===== src/core_perf_event_select_pkg.sv =====
package core_perf_event_select_pkg;

  // ----------------------------------------------------------------------
  // Register map
  // ----------------------------------------------------------------------
  localparam logic [7:0]  CTRL_OFFSET      = 8'h00;
  localparam logic [7:0]  COUNT_LO_OFFSET  = 8'h04;
  localparam logic [7:0]  COUNT_HI_OFFSET  = 8'h08;
  localparam logic [7:0]  STATUS_OFFSET    = 8'h0c;
  localparam int          ADDR_WIDTH       = 8;

  // Control register fields.
  localparam int          EVENT_LSB        = 0;
  localparam int          UMASK_LSB        = 8;
  localparam int          EDGE_BIT         = 18;
  localparam int          ENABLE_BIT       = 22;
  localparam int          INVERT_BIT       = 23;
  localparam int          CMASK_LSB        = 24;
  localparam logic [31:0] CTRL_RESET       = 32'h0000_0000;
  localparam logic [31:0] CTRL_WRITE_MASK  = 32'hffc4_ffff;

  // ----------------------------------------------------------------------
  // Event numbers
  // ----------------------------------------------------------------------
  localparam logic [7:0]  EV_RETIRED_LOAD  = 8'h0f;
  localparam logic [7:0]  EV_FLOAT_UOPS    = 8'h10;
  localparam logic [7:0]  EV_PACKED_INT    = 8'h12;
  localparam logic [7:0]  EV_LOAD_DISPATCH = 8'h13;
  localparam logic [7:0]  EV_ARITH         = 8'h14;
  localparam logic [7:0]  EV_IQ_WRITES     = 8'h17;
  localparam logic [7:0]  EV_FIRST_DECODER = 8'h18;
  localparam logic [7:0]  EV_DUAL_UOP      = 8'h19;
  localparam logic [7:0]  EV_IQ_CYCLES     = 8'h1e;
  localparam logic [7:0]  EV_LOOP_OVERFLOW = 8'h20;
  localparam logic [7:0]  EV_L2_REQUESTS   = 8'h24;
  localparam logic [7:0]  EV_L2_DATA       = 8'h26;

  // Retired-load sources that exist only with a second socket.
  localparam logic [7:0]  REMOTE_ONLY_MASK = 8'h34;

  // Second-level request kinds.
  localparam logic [1:0]  REQ_LOAD         = 2'h0;
  localparam logic [1:0]  REQ_RFO          = 2'h1;
  localparam logic [1:0]  REQ_IFETCH       = 2'h2;
  localparam logic [1:0]  REQ_PREFETCH     = 2'h3;

  // Bus responses.
  localparam logic [1:0]  RESP_OKAY        = 2'h0;
  localparam logic [1:0]  RESP_SLVERR      = 2'h2;

endpackage


===== src/core_perf_event_select.sv =====
`timescale 1ns/100ps

// Function
// - Event 0FH mask 01H counts retired loads with unknown-source miss.
// - Event 0FH mask 02H counts loads hitting modified sibling data.
// - Event 0FH mask 04H counts remote modified hits; two sockets only.
// - Event 0FH masks 10H, 20H, 80H count remote DRAM, other miss, I/O; 10H and 20H two sockets only.
// - Event 10H mask 01H counts legacy floating computational uops.
// - Event 10H masks 02H to 80H count vector uops by class.
// - Event 12H masks 01H to 40H count packed-integer operation classes.
// - Event 13H counts loads dispatched: bypass, delayed, buffered, all.
// - Blocked dispatch retries once from one-cycle staging latch; counted.
// - Event 14H mask 01H counts cycles with the divider busy.
// - Event 14H mask 02H counts multiplies except dot-product, multi-SAD.
// - Event 17H counts queue writes; 1EH counts cycles with any write.
// - Event 18H mask 01H counts instructions decodable only by decoder 0.
// - Event 19H mask 01H counts decodes producing exactly two uops.
// - Event 20H mask 01H counts loops that cannot stream from queue.
// - Event 24H masks 01H, 02H, 03H count unrejected L2 load hits, misses, both.
// - Event 24H masks 04H, 08H, 0CH count ownership requests.
// - Event 24H masks 10H, 20H, 30H count instruction fetch requests.
// - Event 24H masks 40H, 80H prefetches; AAH all misses; FFH all but rejected load hits.
// - Event 26H counts demand loads by line state invalid to modified.
module core_perf_event_select #(
  parameter int         COUNT_WIDTH = 48,
  parameter bit         TWO_SOCKET  = 1'b1
) (
  input  wire logic                clock,
  input  wire logic                nrst,
  // AXI4-Lite slave.
  input  wire logic [core_perf_event_select_pkg::ADDR_WIDTH-1:0] awaddr,
  input  wire logic                awvalid,
  output logic                     awready,
  input  wire logic [31:0]         wdata,
  input  wire logic [3:0]          wstrb,
  input  wire logic                wvalid,
  output logic                     wready,
  output logic [1:0]               bresp,
  output logic                     bvalid,
  input  wire logic                bready,
  input  wire logic [core_perf_event_select_pkg::ADDR_WIDTH-1:0] araddr,
  input  wire logic                arvalid,
  output logic                     arready,
  output logic [31:0]              rdata,
  output logic [1:0]               rresp,
  output logic                     rvalid,
  input  wire logic                rready,
  // Event strobes from the pipeline and caches.
  input  wire logic [7:0]          retiredLoadSource,
  input  wire logic [7:0]          floatUopClass,
  input  wire logic [6:0]          packedIntOps,
  input  wire logic                loadDispatch,
  input  wire logic                bypassOpen,
  input  wire logic                dividerBusy,
  input  wire logic                multiplyOp,
  input  wire logic                multiplyIsDotProduct,
  input  wire logic                multiplyIsMultiSad,
  input  wire logic [2:0]          iqWriteCount,
  input  wire logic                firstDecoderOnly,
  input  wire logic                dualUopDecode,
  input  wire logic                loopStreamOverflow,
  input  wire logic                l2Request,
  input  wire logic [1:0]          l2RequestKind,
  input  wire logic                l2Hit,
  input  wire logic                l2Rejected,
  input  wire logic                demandLoad,
  input  wire logic [1:0]          demandLineState,
  // Load dispatch results.
  output logic                     loadBypass,
  output logic                     loadBufferWrite
);
  import core_perf_event_select_pkg::*;

  // ----------------------------------------------------------------------
  // Helpers
  // ----------------------------------------------------------------------
  function automatic logic [3:0] popCount(input logic [7:0] bits);
    logic [3:0] total;
    total = 4'h0;
    for (int i = 0; i < 8; i++) begin
      total = total + {3'h0, bits[i]};
    end
    return total;
  endfunction

  function automatic logic [31:0] mergeBytes(input logic [31:0] old,
                                             input logic [31:0] data,
                                             input logic [3:0]  strobe);
    logic [31:0] merged;
    merged = old;
    for (int i = 0; i < 4; i++) begin
      if (strobe[i]) begin
        merged[8*i +: 8] = data[8*i +: 8];
      end
    end
    return merged;
  endfunction

  // ----------------------------------------------------------------------
  // Registers and state
  // ----------------------------------------------------------------------
  logic [31:0]            ctrl;
  logic [COUNT_WIDTH-1:0] count;
  logic                   stagedLoad;
  logic                   delayedDispatch;
  logic                   lastMatch;
  logic [3:0]             lastIncrement;
  logic                   awHeld;
  logic                   wHeld;
  logic [ADDR_WIDTH-1:0]  writeAddr;
  logic [31:0]            writeData;
  logic [3:0]             writeStrobe;
  logic [ADDR_WIDTH-1:0]  readAddr;
  logic                   readPending;

  // ----------------------------------------------------------------------
  // Control fields
  // ----------------------------------------------------------------------
  wire logic [7:0] eventSel  = ctrl[EVENT_LSB +: 8];
  wire logic [7:0] umask     = ctrl[UMASK_LSB +: 8];
  wire logic       edgeMode  = ctrl[EDGE_BIT];
  wire logic       enable    = ctrl[ENABLE_BIT];
  wire logic       invert    = ctrl[INVERT_BIT];
  wire logic [7:0] cmask     = ctrl[CMASK_LSB +: 8];

  // ----------------------------------------------------------------------
  // Load dispatch staging
  // ----------------------------------------------------------------------
  // A load that misses the bypass waits one cycle in the staging latch and
  // tries again; if the bypass is still closed it goes to the load buffer.
  wire logic directBypass   = loadDispatch & bypassOpen;
  wire logic retryBypass    = stagedLoad & bypassOpen;
  wire logic retryToBuffer  = stagedLoad & ~bypassOpen;
  wire logic next_staged    = loadDispatch & ~bypassOpen;

  always_ff @(posedge clock or negedge nrst) begin
    if (!nrst) begin
      stagedLoad      <= 1'b0;
      delayedDispatch <= 1'b0;
      loadBypass      <= 1'b0;
      loadBufferWrite <= 1'b0;
    end else begin
      stagedLoad      <= next_staged;
      delayedDispatch <= stagedLoad;
      loadBypass      <= directBypass | retryBypass;
      loadBufferWrite <= retryToBuffer;
    end
  end

  // ----------------------------------------------------------------------
  // Event vectors, one bit per unit-mask bit
  // ----------------------------------------------------------------------
  wire logic [7:0] socketMask = TWO_SOCKET ? 8'hff : ~REMOTE_ONLY_MASK;
  wire logic [7:0] retiredVec = retiredLoadSource
                                & socketMask;

  wire logic [7:0] floatVec   = floatUopClass;
  wire logic [7:0] packedVec  = {1'b0, packedIntOps};

  // Bit 0 bypass, bit 1 delayed retry, bit 2 load buffer; 07H takes all.
  wire logic [7:0] dispatchVec = {5'h0, loadBufferWrite, delayedDispatch,
                                  loadBypass};

  wire logic mulCounted = multiplyOp & ~multiplyIsDotProduct
                          & ~multiplyIsMultiSad;
  wire logic [7:0] arithVec = {6'h0, mulCounted, dividerBusy};

  // Second-level requests: even bits hit, odd bits miss, two per kind.
  wire logic reqLoad   = l2Request & (l2RequestKind == REQ_LOAD);
  wire logic reqRfo    = l2Request & (l2RequestKind == REQ_RFO);
  wire logic reqFetch  = l2Request & (l2RequestKind == REQ_IFETCH);
  wire logic reqPref   = l2Request & (l2RequestKind == REQ_PREFETCH);
  wire logic [7:0] l2Vec = {
    reqPref & ~l2Hit,  reqPref & l2Hit,
    reqFetch & ~l2Hit, reqFetch & l2Hit,
    reqRfo & ~l2Hit,   reqRfo & l2Hit,
    reqLoad & ~l2Hit,  reqLoad & l2Hit & ~l2Rejected
  };

  wire logic [7:0] stateVec = demandLoad ?
                              (8'h01 << demandLineState) : 8'h00;

  // ----------------------------------------------------------------------
  // Event selection
  // ----------------------------------------------------------------------
  logic [3:0] increment;

  always_comb begin
    case (eventSel)
      EV_RETIRED_LOAD:  increment = popCount(retiredVec & umask);
      EV_FLOAT_UOPS:    increment = popCount(floatVec & umask);
      EV_PACKED_INT:    increment = popCount(packedVec & umask);
      EV_LOAD_DISPATCH: increment = popCount(dispatchVec & umask);
      EV_ARITH:         increment = popCount(arithVec & umask);
      EV_IQ_WRITES:     increment = umask[0] ?
                                    {1'b0, iqWriteCount} : 4'h0;
      EV_FIRST_DECODER: increment = 4'(umask[0] & firstDecoderOnly);
      EV_DUAL_UOP:      increment = {3'h0, umask[0] & dualUopDecode};
      EV_IQ_CYCLES:     increment = {3'h0, umask[0] &
                                    (iqWriteCount != 3'h0)};
      EV_LOOP_OVERFLOW: increment = 4'(umask[0] &
                                       loopStreamOverflow);
      EV_L2_REQUESTS:   increment = popCount(l2Vec & umask);
      EV_L2_DATA:       increment = popCount(stateVec & umask);
      default:          increment = 4'h0;
    endcase
  end

  // ----------------------------------------------------------------------
  // Threshold, invert and edge
  // ----------------------------------------------------------------------
  // With a zero threshold the raw per-cycle total is added. Otherwise each
  // cycle is tested against the threshold; edge mode counts only the cycle
  // where the test turns true, which turns busy spans into occurrences.
  wire logic       meetsThreshold = {4'h0, increment} >= cmask;
  wire logic       match          = meetsThreshold ^ invert;
  wire logic       matchCounts    = edgeMode ? (match & ~lastMatch)
                                             : match;
  wire logic [3:0] step = (cmask == 8'h00) ? increment
                                           : {3'h0, matchCounts};

  // ----------------------------------------------------------------------
  // Bus decode
  // ----------------------------------------------------------------------
  wire logic doWrite   = awHeld & wHeld & ~bvalid;
  wire logic hitCtrlW  = writeAddr == CTRL_OFFSET;
  wire logic hitLoW    = writeAddr == COUNT_LO_OFFSET;
  wire logic hitHiW    = writeAddr == COUNT_HI_OFFSET;
  wire logic hitStatW  = writeAddr == STATUS_OFFSET;
  wire logic writeOk   = hitCtrlW | hitLoW | hitHiW | hitStatW;

  logic [63:0] countWide;
  assign countWide = 64'(count);

  wire logic [31:0] loMerged = mergeBytes(countWide[31:0], writeData,
                                          writeStrobe);
  wire logic [31:0] hiMerged = mergeBytes(countWide[63:32], writeData,
                                          writeStrobe);
  wire logic [63:0] loadValue = hitLoW ? {countWide[63:32], loMerged}
                                       : {hiMerged, countWide[31:0]};

  wire logic [31:0] statusWord = {23'h0, stagedLoad, 1'b0, lastMatch,
                                  lastIncrement, TWO_SOCKET, enable};

  logic [31:0] readWord;
  logic        readOk;

  always_comb begin
    readOk = 1'b1;
    case (readAddr)
      CTRL_OFFSET:     readWord = ctrl;
      COUNT_LO_OFFSET: readWord = countWide[31:0];
      COUNT_HI_OFFSET: readWord = countWide[63:32];
      STATUS_OFFSET:   readWord = statusWord;
      default: begin
        readWord = 32'h0;
        readOk   = 1'b0;
      end
    endcase
  end

  // ----------------------------------------------------------------------
  // Control and counter
  // ----------------------------------------------------------------------
  always_ff @(posedge clock or negedge nrst) begin
    if (!nrst) begin
      ctrl <= CTRL_RESET;
    end else if (doWrite && hitCtrlW) begin
      ctrl <= mergeBytes(ctrl, writeData, writeStrobe) & CTRL_WRITE_MASK;
    end
  end

  // A software load wins over the increment of that same cycle.
  always_ff @(posedge clock or negedge nrst) begin
    if (!nrst) begin
      count <= '0;
    end else if (doWrite && (hitLoW || hitHiW)) begin
      count <= loadValue[COUNT_WIDTH-1:0];
    end else if (enable) begin
      count <= count + COUNT_WIDTH'(step);
    end
  end

  // Reprogramming restarts edge detection so a stale level is not an edge.
  always_ff @(posedge clock or negedge nrst) begin
    if (!nrst) begin
      lastMatch     <= 1'b0;
      lastIncrement <= 4'h0;
    end else if (doWrite && hitCtrlW) begin
      lastMatch     <= 1'b1;
      lastIncrement <= 4'h0;
    end else begin
      lastMatch     <= match & enable;
      lastIncrement <= increment;
    end
  end

  // ----------------------------------------------------------------------
  // Write channels
  // ----------------------------------------------------------------------
  always_ff @(posedge clock or negedge nrst) begin
    if (!nrst) begin
      awready   <= 1'b0;
      awHeld    <= 1'b0;
      writeAddr <= '0;
    end else if (awvalid && awready) begin
      awready   <= 1'b0;
      awHeld    <= 1'b1;
      writeAddr <= {awaddr[ADDR_WIDTH-1:2], 2'h0};
    end else begin
      if (doWrite) begin
        awHeld <= 1'b0;
      end
      awready <= ~awHeld & ~bvalid;
    end
  end

  always_ff @(posedge clock or negedge nrst) begin
    if (!nrst) begin
      wready      <= 1'b0;
      wHeld       <= 1'b0;
      writeData   <= 32'h0;
      writeStrobe <= 4'h0;
    end else if (wvalid && wready) begin
      wready      <= 1'b0;
      wHeld       <= 1'b1;
      writeData   <= wdata;
      writeStrobe <= wstrb;
    end else begin
      if (doWrite) begin
        wHeld <= 1'b0;
      end
      wready <= ~wHeld & ~bvalid;
    end
  end

  always_ff @(posedge clock or negedge nrst) begin
    if (!nrst) begin
      bvalid <= 1'b0;
      bresp  <= RESP_OKAY;
    end else if (doWrite) begin
      bvalid <= 1'b1;
      bresp  <= writeOk ? RESP_OKAY : RESP_SLVERR;
    end else if (bvalid && bready) begin
      bvalid <= 1'b0;
    end
  end

  // ----------------------------------------------------------------------
  // Read channels
  // ----------------------------------------------------------------------
  // Data is captured a cycle after the address so counter reads see the
  // value after that cycle's increment, never a half-updated word.
  always_ff @(posedge clock or negedge nrst) begin
    if (!nrst) begin
      arready     <= 1'b0;
      readPending <= 1'b0;
      readAddr    <= '0;
    end else if (arvalid && arready) begin
      arready     <= 1'b0;
      readPending <= 1'b1;
      readAddr    <= {araddr[ADDR_WIDTH-1:2], 2'h0};
    end else begin
      if (readPending) begin
        readPending <= 1'b0;
      end
      arready <= ~readPending & ~rvalid;
    end
  end

  always_ff @(posedge clock or negedge nrst) begin
    if (!nrst) begin
      rvalid <= 1'b0;
      rdata  <= 32'h0;
      rresp  <= RESP_OKAY;
    end else if (readPending) begin
      rvalid <= 1'b1;
      rdata  <= readWord;
      rresp  <= readOk ? RESP_OKAY : RESP_SLVERR;
    end else if (rvalid && rready) begin
      rvalid <= 1'b0;
    end
  end

endmodule // core_perf_event_select


===== config.mk =====
export PLATFORM = sky130hd
export DESIGN_NAME = core_perf_event_select
export DESIGN_NICKNAME = d
export VERILOG_FILES = /design/src/core_perf_event_select_pkg.sv /design/src/core_perf_event_select.sv
export SDC_FILE = /design/constraint.sdc
export NUM_CORES = 1
export LEC_CHECK = 0
export BUFFER_PORTS_ARGS = -buffer_cell sky130_fd_sc_hd__buf_2
export CAP_MARGIN = 20
export CORE_ASPECT_RATIO = 1.2
export CORE_UTILIZATION = 58
export CTS_CLUSTER_SIZE = 10
export DETAILED_ROUTE_END_ITERATION = 16
export PLACE_DENSITY = 0.81
export RECOVER_POWER = 25
export SETUP_SLACK_MARGIN = 0.4
export SLEW_MARGIN = 20
export SYNTH_ARGS = -nofsm -noshare
export SYNTH_HDL_FRONTEND = slang
export SYNTH_SLANG_ARGS = --single-unit

===== constraint.sdc =====
create_clock -name clock -period 7.1 [get_ports clock]
set_input_delay 1.065 -clock clock [delete_from_list [all_inputs] [get_ports clock]]
set_output_delay 1.065 -clock clock [all_outputs]
set_load 0.01 [all_outputs]

==> impl_metrics.csv <==
group,metric,value,unit
cells_and_area,postLayoutCoreUtil,69.2,%
routing,antenna_left,0,
yosys,synth-seq-area-share,42.2,%
worst_setup_path,reg2reg_to,"count[40]$_DFFE_PN0P_",
yosys,avgSynthCellArea,10.0,µm²
yosys,syn_area,0.0103,mm²
yosys,netlist_instances,1030,
timing,min_period,6.75,ns
routing,vias_per_cell,6.44,
clocking,clock_path_buffers,2,
worst_setup_path,endpoint_kind,"flip-flop",
yosys,yosysMostFrequentCell,"dfrtp_1",
clocking,clk_latency,0.44,ns
global_routing,grt_antenna_before_repair,1,
cells_and_area,fin_cells,1396,
floorplan,coreArea,0.0174,mm²
worst_setup_path,slowest_delay,0.60,ns
timing,fmax,148,MHz
routing,vias,8989,
yosys,async_flop_share,100,%
worst_setup_path,r2r-start,"ctrl[11]$_DFFE_PN0P_",
clocking,cts.hold.buffers_added,0,
place,portBuffers,138,
cells_and_area,fillers,1326,
yosys,yosysTopAreaCell,"dfrtp_1",
power_and_ir_drop,clock_power_share,24.6,%
yosys,yosysWarnings,0,
worst_setup_path,crit_buf_inv,5,
power_and_ir_drop,seqPwrFrac,41.4,%
timing,max_slew_margin,-229,%
worst_setup_path,worst_path_dominant_cell_family,"adder cells",
place,hpwl,19800,µm
global_routing,grt.overflow.total,0,
cells_and_area,layout-drive-gt1-share,28.9,%
worst_setup_path,path_common_cell,"fa_1",
worst_setup_path,cp_data_arrival_time,7.12,ns
power_and_ir_drop,ir_worst_vdd,0.000294,V
clocking,cts_max_level,4,
worst_setup_path,start_kind,"primary input",
worst_setup_path,r2r_slack,0.50,ns
power_and_ir_drop,leakagePower,5.45,nW
global_routing,grt_pass1_wl,45100,µm
hold_path,hold_class,"flip-flop to flip-flop",
floorplan,fp.dieH,148,µm
clocking,cts_sinks,174,
timing,finalSetupViolCount,0,
routing,dr.pass1.iters,5,
timing,rsz0062_at_grt,"yes",
timing,skew,0.0102,ns
worst_setup_path,cp_max_fo,6,
worst_setup_path,cp_slowest_cell,"or4b_4",
clocking,clk_pin_slew,0.07,ns
routing,finalWirelength,28800,µm
yosys,ys_ff_latch,174,
floorplan,boundaryPins,145,
yosys,synthTopCellsByCount,"dfrtp_1 (174), nand2_1 (85), inv_1 (77), mux2_2 (76), nor2_1 (53)",
power_and_ir_drop,swShare,38.0,%
global_routing,grt_usage,32.4,%
run_status,status,"complete, but fails checks",
worst_setup_path,reg2reg_depth,25,
hold_path,holdPathStages,1,
yosys,synth_area_leaders,"dfrtp_1 (42%), mux2_2 (8.3%), fa_1 (3.7%), nand2_1 (3.1%), inv_1 (2.8%)",
routing,drt_iter0_markers,854,
yosys,synth_ff_type,"dfrtp_1",
power_and_ir_drop,powerDensity,314,mW/mm²
floorplan,initial_core_util,59.1,%
floorplan,dieArea,0.0183,mm²
run_status,failed_checks,"capacitance limit, slew limit",
floorplan,die_x,124,µm
hold_path,min_to,"arready$_DFF_PN0_",
floorplan,num_rows,53,
power_and_ir_drop,power_frac_comb,34.0,%
timing,fin_tns_setup,0,ns
timing,slew_violations,200,
worst_setup_path,crit_type,"primary input to flip-flop",
yosys,yosysUniqueCellTypes,89,
yosys,synth_top_area_share,42.2,%
clocking,cts-root-buf,"clkbuf_16",
power_and_ir_drop,switchingPower,1.44,mW
clocking,cts_buffers,17,
power_and_ir_drop,intPower,2.35,mW
hold_path,worstHoldStart,"rvalid$_DFFE_PN0P_",
routing,wire_per_inst,20.6,µm
clocking,tritoncts,"yes",
timing,hold_violations,0,
cells_and_area,areaGrowthSynthToFinish,17.1,%
global_routing,grt_pass1_vias,8830,
run,drv_cap,3,
worst_setup_path,worstPathRequired,7.47,ns
place,dp.cells,1348,
place,gp_congestion,0.915,
yosys,synth-edff-count,0,
timing,fin_crit_sh,95.1,%
global_routing,grt_max_degree,111,
timing,worstMarginPinSlew,4.93,ns
cells_and_area,layout.nets,1303,
routing,drc,0,
[kinds of logic (layout without fill, tap and decap cells)]
logic type | Yosys count | after routing | synth area share (%)
simple gates | 331 | 331 | 17.7
flops | 174 | 174 | 42.2
buf+inv | 140 | 284 | 5.63
other cells | 1 | 3 | 0.0364
mux | 99 | 99 | 11.4
compound gates | 240 | 240 | 16.3
xor+xnor | 6 | 6 | 0.510
fa+ha+maj | 39 | 39 | 6.12
[final cells by class]
cell class | count | area, µm² | share of cell area (%)
repair buffers | 175 | 1020 | 8.47
clock inverters | 13 | 149 | 1.23
flip-flops and latches | 174 | 4360 | 36.1
well taps | 220 | 275 | 2.28
inverters | 77 | 292 | 2.41
clock buffers | 19 | 433 | 3.59
multi-input cells | 717 | 5540 | 45.9
diodes | 1 | 2.50 | 0.0207
[per-layer routing]
metal  track usage, %  wire, µm  up-vias  part of all wire, %
met5                0         0        -                    0
met4             21.9      1750        0                  6.1
met3             8.06      2270      132                  7.9
met2             50.4     13700      455                   48
met1             39.4     11100     4379                   38
li1                 -         -     4023                    -
[worst max-delay path by stage]
stage | start | end | cells after the start
after floorplan | l2Request | count[42]$_DFFE_PN0P_ | 25
after global placement | l2RequestKind[0] | count[16]$_DFFE_PN0P_ | 27
after detailed placement | l2RequestKind[0] | count[10]$_DFFE_PN0P_ | 27
after CTS | ctrl[8]$_DFFE_PN0P_ | count[42]$_DFFE_PN0P_ | 25
after global routing | nrst | ctrl[8]$_DFFE_PN0P_ | 1
final | l2RequestKind[1] | count[40]$_DFFE_PN0P_ | 27
[cells in the final DEF, fill, tap and decap left out, types with 6 or more instances in the layout]
| master | instances |
|---|---|
| a21o_1 | 7 |
| a21oi_1 | 34 |
| nor2b_1 | 8 |
| and3_1 | 14 |
| nand2_1 | 85 |
| a31oi_1 | 6 |
| mux2i_1 | 16 |
| nand4_1 | 22 |
| o21ai_0 | 46 |
| a32oi_1 | 8 |
| nand4b_1 | 6 |
| o31a_1 | 10 |
| mux4_2 | 6 |
| buf_2 | 131 |
| clkbuf_16 | 17 |
| and2_1 | 22 |
| dfrtp_1 | 172 |
| nor3_1 | 10 |
| clkbuf_1 | 6 |
| o22ai_1 | 26 |
| nor4_1 | 6 |
| nand3_1 | 45 |
| a22oi_1 | 15 |
| ha_1 | 17 |
| o211ai_1 | 17 |
| inv_1 | 75 |
| nor2_1 | 52 |
| buf_4 | 29 |
| fa_1 | 18 |
| o21ai_1 | 6 |
| buf_6 | 7 |
| mux2_2 | 76 |
[metrics by stage]
step | worst slack, ns | hold WS (ns) | power [mW] | cell area [µm²]
after floorplan | 0.425 | 0.380 | 2.33 | 10400
after global placement | -0.159 | 0.433 | 2.71 | 11200
after detailed placement | -0.299 | 0.458 | 2.76 | 11200
after CTS | 0.411 | 0.468 | 3.72 | 11900
after global routing | 0.139 | 0.480 | 3.99 | 12100
final | 0.348 | 0.469 | 3.80 | 12100
[power by group through the flow]
stage	Combinational [mW]	Sequential, mW	Clock [mW]
3_3_place_gp	1.15	1.56	0
3_5_place_dp	1.19	1.57	0
5_1_grt	1.41	1.60	0.985
4_1_cts	1.22	1.55	0.941
2_1_floorplan	0.911	1.42	0
6_report	1.29	1.57	0.934
[flip-flops by register name (all words and copies together) (netlist names)]
signal	count
bvalid	1
count	48
bresp	1
rvalid	1
wHeld	1
ctrl	27
rresp	1
arready	1
writeAddr	6
readPending	1
loadBypass	1
stagedLoad	1
rdata	32
readAddr	6
lastMatch	1
awHeld	1
lastIncrement	4
writeData	32
wready	1
writeStrobe	4
loadBufferWrite	1
delayedDispatch	1
awready	1
[timing repair]
item | in CTS | in global routing
pin swaps | 12 | 22
setup endpoints to repair | 38 | 44
resized for setup | 10 | 39
buffers inserted | 8 | 7
Note: power is estimated with default switching activity, not from simulation.
